$ cat config.mk
export PLATFORM = sky130hd
export DESIGN_NAME = nbt_host
export DESIGN_NICKNAME = d
export VERILOG_FILES = /design/src/hdl/nbt_host.v
export VERILOG_INCLUDE_DIRS = /design/src /design/src/inc
export SDC_FILE = /design/constraint.sdc
export NUM_CORES = 1
export LEC_CHECK = 0
export BUFFER_PORTS_ARGS = -buffer_cell sky130_fd_sc_hd__buf_2
export CORE_MARGIN = 2
export CORE_UTILIZATION = 55
export DETAILED_ROUTE_END_ITERATION = 10
export GPL_TIMING_DRIVEN = 0
export HOLD_SLACK_MARGIN = 0.03
export PLACE_DENSITY = 0.89
export SYNTH_ARGS = -nofsm -noshare
export SYNTH_HDL_FRONTEND = slang
export SYNTH_SLANG_ARGS = --single-unit
$ cat constraint.sdc
create_clock -name core_clk -period 5 [get_ports core_clk]
set_input_delay 0.75 -clock core_clk [delete_from_list [all_inputs] [get_ports core_clk]]
set_output_delay 0.75 -clock core_clk [all_outputs]
set_load 0.02 [all_outputs]
$ cat src/inc/nbt_regs.vh
`ifndef NBT_REGS_VH
`define NBT_REGS_VH
`define NBT_CMD_READ1     8'h00
`define NBT_CMD_READ2     8'h30
`define NBT_CMD_RDCACHE   8'h31
`define NBT_CMD_RDLAST    8'h3F
`define NBT_CMD_COPYRD    8'h3A
`define NBT_CMD_LOAD      8'h80
`define NBT_CMD_LOADM     8'h81
`define NBT_CMD_PROG      8'h10
`define NBT_CMD_MPROG     8'h11
`define NBT_CMD_CACHE     8'h15
`define NBT_CMD_STATUS    8'h70
`define NBT_CMD_RESET     8'hFF
`define NBT_STAT_READY    6
`define NBT_MAX_PARTIAL   3'h4
// Counts are core_clk cycles at 200 MHz, sized to the phase counter.
`define NBT_STROBE_CYC    5'h03
// Busy may appear up to 100 ns after the strobe rises, then needs two synchroniser stages.
`define NBT_WB_CYC        5'h16
// Ready to the next read strobe is at least 20 ns.
`define NBT_RR_CYC        5'h04
`define NBT_OP_IDLE       3'h0
`define NBT_OP_CMD        3'h1
`define NBT_OP_ADDR       3'h2
`define NBT_OP_WDATA      3'h3
`define NBT_OP_RDATA      3'h4
`define NBT_OP_WAITRDY    3'h5
`define NBT_OP_STATUS     3'h6
`endif

$ cat src/hdl/nbt_host.v
`default_nettype none
`include "nbt_regs.vh"
module nbt_host (
   input  wire       core_clk,
   input  wire       rst_n,
   input  wire       op_valid,
   input  wire [2:0] op_kind,
   input  wire [7:0] op_byte,
   output reg        op_ready,
   output reg        rd_valid,
   output reg  [7:0] rd_byte,
   output reg        cache_end_15,
   output reg        partial_err,
   output reg        cmd_latch,
   output reg        addr_latch,
   output reg        chip_sel_n,
   output reg        write_strobe_n,
   output reg        read_strobe_n,
   input  wire [7:0] io_in,
   output reg  [7:0] io_out,
   output reg        io_oe_n,
   input  wire       ready_busy_out
);
   localparam ST_IDLE  = 3'h0;
   localparam ST_WLOW  = 3'h1;
   localparam ST_WHIGH = 3'h2;
   localparam ST_RLOW  = 3'h3;
   localparam ST_RHIGH = 3'h4;
   localparam ST_WB    = 3'h5;
   localparam ST_POLL  = 3'h6;

   reg [2:0] state_reg;
   reg [4:0] cnt_reg;
   reg [2:0] kind_reg;
   reg [7:0] last_cmd_reg;
   reg [2:0] partial_reg;
   reg       rb_meta_reg;
   reg       rb_sync_reg;
   reg [7:0] io_meta_reg;
   reg [7:0] io_sync_reg;

   function is_busy_cmd;
      input [7:0] c;
      begin
         is_busy_cmd = (c == `NBT_CMD_READ2) || (c == `NBT_CMD_RDCACHE) || (c == `NBT_CMD_RDLAST) ||
                       (c == `NBT_CMD_COPYRD) || (c == `NBT_CMD_PROG) || (c == `NBT_CMD_MPROG) ||
                       (c == `NBT_CMD_CACHE) || (c == `NBT_CMD_RESET);
      end
   endfunction

   function is_any_time_cmd;
      input [7:0] c;
      begin
         is_any_time_cmd = (c == `NBT_CMD_RESET) || (c == `NBT_CMD_STATUS);
      end
   endfunction

   wire ready_now = rb_sync_reg;
   wire take = op_valid && op_ready;

   always @(posedge core_clk) begin
      if (!rst_n) begin
         rb_meta_reg <= 1'b0;
         rb_sync_reg <= 1'b0;
         io_meta_reg <= 8'h00;
         io_sync_reg <= 8'h00;
      end else begin
         rb_meta_reg <= ready_busy_out;
         rb_sync_reg <= rb_meta_reg;
         io_meta_reg <= io_in;
         io_sync_reg <= io_meta_reg;
      end
   end

   always @(posedge core_clk) begin
      if (!rst_n) begin
         state_reg      <= ST_IDLE;
         cnt_reg        <= 5'h00;
         kind_reg       <= `NBT_OP_IDLE;
         last_cmd_reg   <= `NBT_CMD_RESET;
         partial_reg    <= 3'h0;
         op_ready       <= 1'b0;
         rd_valid       <= 1'b0;
         rd_byte        <= 8'h00;
         cache_end_15   <= 1'b0;
         partial_err    <= 1'b0;
         cmd_latch      <= 1'b0;
         addr_latch     <= 1'b0;
         chip_sel_n     <= 1'b1;
         write_strobe_n <= 1'b1;
         read_strobe_n  <= 1'b1;
         io_out         <= 8'h00;
         io_oe_n        <= 1'b1;
      end else begin
         rd_valid <= 1'b0;
         case (state_reg)
            ST_IDLE: begin
               // Ready is only offered while the device is ready with no 15h end pending, or on alternate cycles after a 15h end.
               op_ready <= ready_now && !cache_end_15;
               if (cache_end_15 && !op_ready) begin
                  op_ready <= 1'b1;
               end
               if (take) begin
                  op_ready <= 1'b0;
                  kind_reg <= op_kind;
                  chip_sel_n <= 1'b0;
                  cnt_reg <= `NBT_STROBE_CYC;
                  if (op_kind == `NBT_OP_RDATA || op_kind == `NBT_OP_STATUS) begin
                     io_oe_n <= 1'b1;
                     read_strobe_n <= 1'b0;
                     state_reg <= ST_RLOW;
                  end else if (op_kind == `NBT_OP_WAITRDY) begin
                     state_reg <= ST_POLL;
                  end else if (cache_end_15 && !(op_kind == `NBT_OP_CMD && is_any_time_cmd(op_byte))) begin
                     // After a 15h end only reads, ready waits and the status and reset commands are accepted.
                     partial_err <= 1'b1;
                     chip_sel_n <= 1'b1;
                     state_reg <= ST_IDLE;
                  end else begin
                     cmd_latch <= (op_kind == `NBT_OP_CMD);
                     addr_latch <= (op_kind == `NBT_OP_ADDR);
                     io_out <= op_byte;
                     io_oe_n <= 1'b0;
                     write_strobe_n <= 1'b0;
                     state_reg <= ST_WLOW;
                     if (op_kind == `NBT_OP_CMD) begin
                        last_cmd_reg <= op_byte;
                        if (op_byte == `NBT_CMD_CACHE && last_cmd_reg != `NBT_CMD_LOADM) begin
                           cache_end_15 <= 1'b1;
                        end
                        if (op_byte == `NBT_CMD_RESET) begin
                           cache_end_15 <= 1'b0;
                           partial_reg <= 3'h0;
                        end
                        if (op_byte == `NBT_CMD_PROG || op_byte == `NBT_CMD_CACHE || op_byte == `NBT_CMD_MPROG) begin
                           if (partial_reg == `NBT_MAX_PARTIAL) begin
                              partial_err <= 1'b1;
                           end else begin
                              partial_reg <= partial_reg + 3'h1;
                           end
                        end
                        if (op_byte == `NBT_CMD_READ1 || op_byte == `NBT_CMD_LOAD) begin
                           partial_err <= 1'b0;
                        end
                     end
                  end
               end
            end
            ST_WLOW: begin
               if (cnt_reg == 5'h00) begin
                  write_strobe_n <= 1'b1;
                  cnt_reg <= `NBT_STROBE_CYC;
                  state_reg <= ST_WHIGH;
               end else begin
                  cnt_reg <= cnt_reg - 5'h01;
               end
            end
            ST_WHIGH: begin
               if (cnt_reg == 5'h00) begin
                  cmd_latch <= 1'b0;
                  addr_latch <= 1'b0;
                  io_oe_n <= 1'b1;
                  if (kind_reg == `NBT_OP_CMD && is_busy_cmd(last_cmd_reg)) begin
                     // Busy may take up to the falling-edge delay to appear on the pin.
                     cnt_reg <= `NBT_WB_CYC;
                     state_reg <= ST_WB;
                  end else begin
                     state_reg <= ST_IDLE;
                  end
               end else begin
                  cnt_reg <= cnt_reg - 5'h01;
               end
            end
            ST_RLOW: begin
               if (cnt_reg == 5'h00) begin
                  // Sample late in the low phase; long high phase gives normal output release.
                  rd_byte <= io_sync_reg;
                  rd_valid <= 1'b1;
                  read_strobe_n <= 1'b1;
                  cnt_reg <= `NBT_STROBE_CYC;
                  state_reg <= ST_RHIGH;
               end else begin
                  cnt_reg <= cnt_reg - 5'h01;
               end
            end
            ST_RHIGH: begin
               if (cnt_reg == 5'h00) begin
                  state_reg <= ST_IDLE;
               end else begin
                  cnt_reg <= cnt_reg - 5'h01;
               end
            end
            ST_WB: begin
               if (cnt_reg == 5'h00) begin
                  state_reg <= ST_POLL;
               end else begin
                  cnt_reg <= cnt_reg - 5'h01;
               end
            end
            ST_POLL: begin
               // No timeout: the device bounds its own busy time.
               if (ready_now) begin
                  cnt_reg <= `NBT_RR_CYC;
                  state_reg <= ST_RHIGH;
               end
            end
            default: begin
               state_reg <= ST_IDLE;
            end
         endcase
         if (state_reg != ST_IDLE && state_reg != ST_POLL && state_reg != ST_WB) begin
            chip_sel_n <= 1'b0;
         end
         if (kind_reg == `NBT_OP_STATUS && rd_valid && rd_byte[`NBT_STAT_READY]) begin
            partial_reg <= partial_reg;
         end
      end
   end
endmodule // nbt_host
`default_nettype wire

==> results.toml <==
[floorplan]
start_util = 0.5688
io_pins = 49
fp.dieH_um = 79.23
row_count = 27
core-area_um2 = 5473
die_w_um = 79.23
die-area_um2 = 6277

[pwr]
seqPwrFrac = 0.386
powerDensity_nw_per_um2 = 407.4
p_total_mw = 1.482
combPwrFrac = 0.305
p_clk_frac = 0.309
switching_power_uw = 519.3
switching_share = 0.3504
vdd_drop_max_v = 0.0002497
p_int_uw = 962.9
cellLeakagePower_nw = 1.492

[critical_path]
worstPathCellList = "inv_1 > ha_1 > nor4b_1 > nand3_1 > clkbuf_1 > mux2i_1 > nor2_1"
endpoint_kind = "flop"
critPathArrivalTime_ns = 2.65
path_class = "flop to flop"
start_kind = "flop"
slowest_delay_ns = 0.87
critPathRequiredTime_ns = 5.22
crit_path_top_delay_cell = "nor4b_1"
cp_max_fo = 10

[global_routing]
track_usage = 0.2554
antenna_found_initial = 0
grt_pass1_vias = 2689
overflow = 0
grt_first_pass_wirelength_um = 12530
grt_max_degree = 14

[worst_hold_path]
hold_path_class = "flop to flop"

[timing]
period_share = 0.4865
tightest_slew_ns = 1.059
timing.fmax_ghz = 0.4111
rsz0062_at_grt = "no"
period_needed_ns = 2.432
whs_ns = 0.4359
clock_skew_ns = 0.008752
setup_tns_ns = 0
finalSetupViolations = 0
max_slew_margin = 0.2840
slew_viol_final = 0
setup_slack_ns = 2.568
hold_viol = 0

[layout]
drive_gt1_frac = 0.2039
finalInstanceArea_um2 = 3638
num-fill-cells = 434
area_growth_pct = 16.88
antenna_cells = 0
nets = 433

[synthesis]
synth.avg_cell_area_um2 = 8.920
synth_top_cell_area_share = 0.4244
post-synth-top-count-cell = "dfxtp_1"
syn_nets = 375
synthArstFlopShare = 0
syn-instance-count = 349
synthTopCellsByArea = "dfxtp_1 42%, mux2i_1 8.0%, nand2_1 5.3%, and2_1 4.4%, nor2_1 2.5%"
yosys-top-cells-count = "66 x dfxtp_1, 44 x nand2_1, 25 x mux2i_1"
synth_edf_count = 0
synth_top_area_cell = "dfxtp_1"
synth_top_flop_cell = "dfxtp_1"
syn_area_um2 = 3113
synth-seq-cells = 66
synthDistinctLibCells = 65
ys_seq_area_frac = 0.4244
ys.warnings.count = 0

[detailed_routing]
drc = 0
dr.pass1.iters = 7
drt-initial-drc-count = 461
wire_per_inst_um = 15.87
ant_nets = 0
vias = 2919
vias_per_cell = 6.031
wl_um = 7679

[clock_network]
path_clk_slew_ns = 0.08
cts_resized = 0
clock_path_buffers = 2
post_cts_buffers = 0
cts_tree = "yes"
insertion_delay_ns = 0.35
holdBufCountCts = 0
cts_sinks = 66
htree_num_levels = 3
cts_buffers = 9
clockRootBuffer = "clkbuf_8"

[placed_design]
placed_cell_area_um2 = 3438
port_buffers = 47
post-place-ws_ns = 2.362
dpl.hpwl_um = 5337
globalplace.congestion = 0.9181

[outcome]
outcome = "finished clean"

[job]
drv_cap = 0
==> power by group through the flow <==
| stage | clock network, mW | logic, mW | registers, mW |
|---|---|---|---|
| 2_1_floorplan | 0 | 0.327 | 0.587 |
| 3_3_place_gp | 0 | 0.417 | 0.583 |
| 3_5_place_dp | 0 | 0.426 | 0.584 |
| 4_1_cts | 0.462 | 0.434 | 0.571 |
| 5_1_grt | 0.484 | 0.485 | 0.575 |
| 6_report | 0.458 | 0.452 | 0.572 |
==> metal layers <==
layer	vias up	GRT usage	routed length (µm)
li1	1373	-	-
met1	1325	0.3420	3335
met2	182	0.3932	3397
met3	39	0.05227	647
met4	0	0.1241	297
met5	-	0	0
==> cell families (layout without fill, tap and decap cells) <==
kind of cell	count (synthesis)	count (layout)	share of synthesized area
xor gates and xnor gates	2	2	0.005628
AOI/OAI and AO/OA	75	75	0.1777
DFF	66	66	0.4244
buffers and inverters	31	94	0.04341
adders and majority gates	3	3	0.01206
muxes	25	25	0.08039
and+or+nand+nor	147	147	0.2564
==> cell type report <==
type | count | area, µm² | share of cell area
Tap cell | 72 | 90.09 | 0.02476
Buffer | 19 | 90.09 | 0.02476
Clock buffer | 9 | 123.9 | 0.03404
Inverter | 12 | 45.04 | 0.01238
Timing Repair Buffer | 47 | 235.2 | 0.06465
Clock inverter | 7 | 76.32 | 0.02098
Multi-Input combinational cell | 252 | 1657 | 0.4553
Sequential cell | 66 | 1321 | 0.3631
==> worst paths after layout <==
check	from	endpoint	slack (ns)	cells past startpoint
setup / recovery	cnt_reg[0]	rd_byte[3]	2.57	7
hold / removal	io_meta_reg[5]	io_sync_reg[5]	0.44	1
setup reg to reg	cnt_reg[0]	rd_byte[3]	2.57	7
hold reg to reg	io_meta_reg[5]	io_sync_reg[5]	0.44	1
==> through the flow <==
| stage | utilization | cells |
|---|---|---|
| after floorplan | - | 349 |
| after global placement | 0.6283 | 468 |
| after detailed placement | 0.6283 | 468 |
| after CTS | 0.6648 | 484 |
| after global routing | 0.6648 | 484 |
| final | 0.6648 | 484 |
==> placed cells by master, fill, tap and decap left out, types with 6 or more instances in the layout <==
cell type,Yosys,layout
nor2b_1,6,6
o21ai_0,12,12
dfxtp_1,66,66
clkbuf_8,0,9
mux2i_1,25,25
buf_2,3,50
nand3_1,8,8
nand2b_1,6,6
and2_1,22,22
nor2_1,21,21
inv_1,12,12
nor3_1,9,9
a21oi_1,15,15
clkbuf_1,12,12
nand2_1,44,44
==> worst max-delay path, delay by kind of cell (launching register included) <==
| kind | cells | cell delay, ns |
|---|---|---|
| fa+ha+maj | 1 | 0.21 |
| buf+inv | 2 | 0.42 |
| flops | 1 | 0.34 |
| mux | 1 | 0.24 |
| simple gates | 3 | 1.08 |
Note: power is estimated with default switching activity, not from simulation.
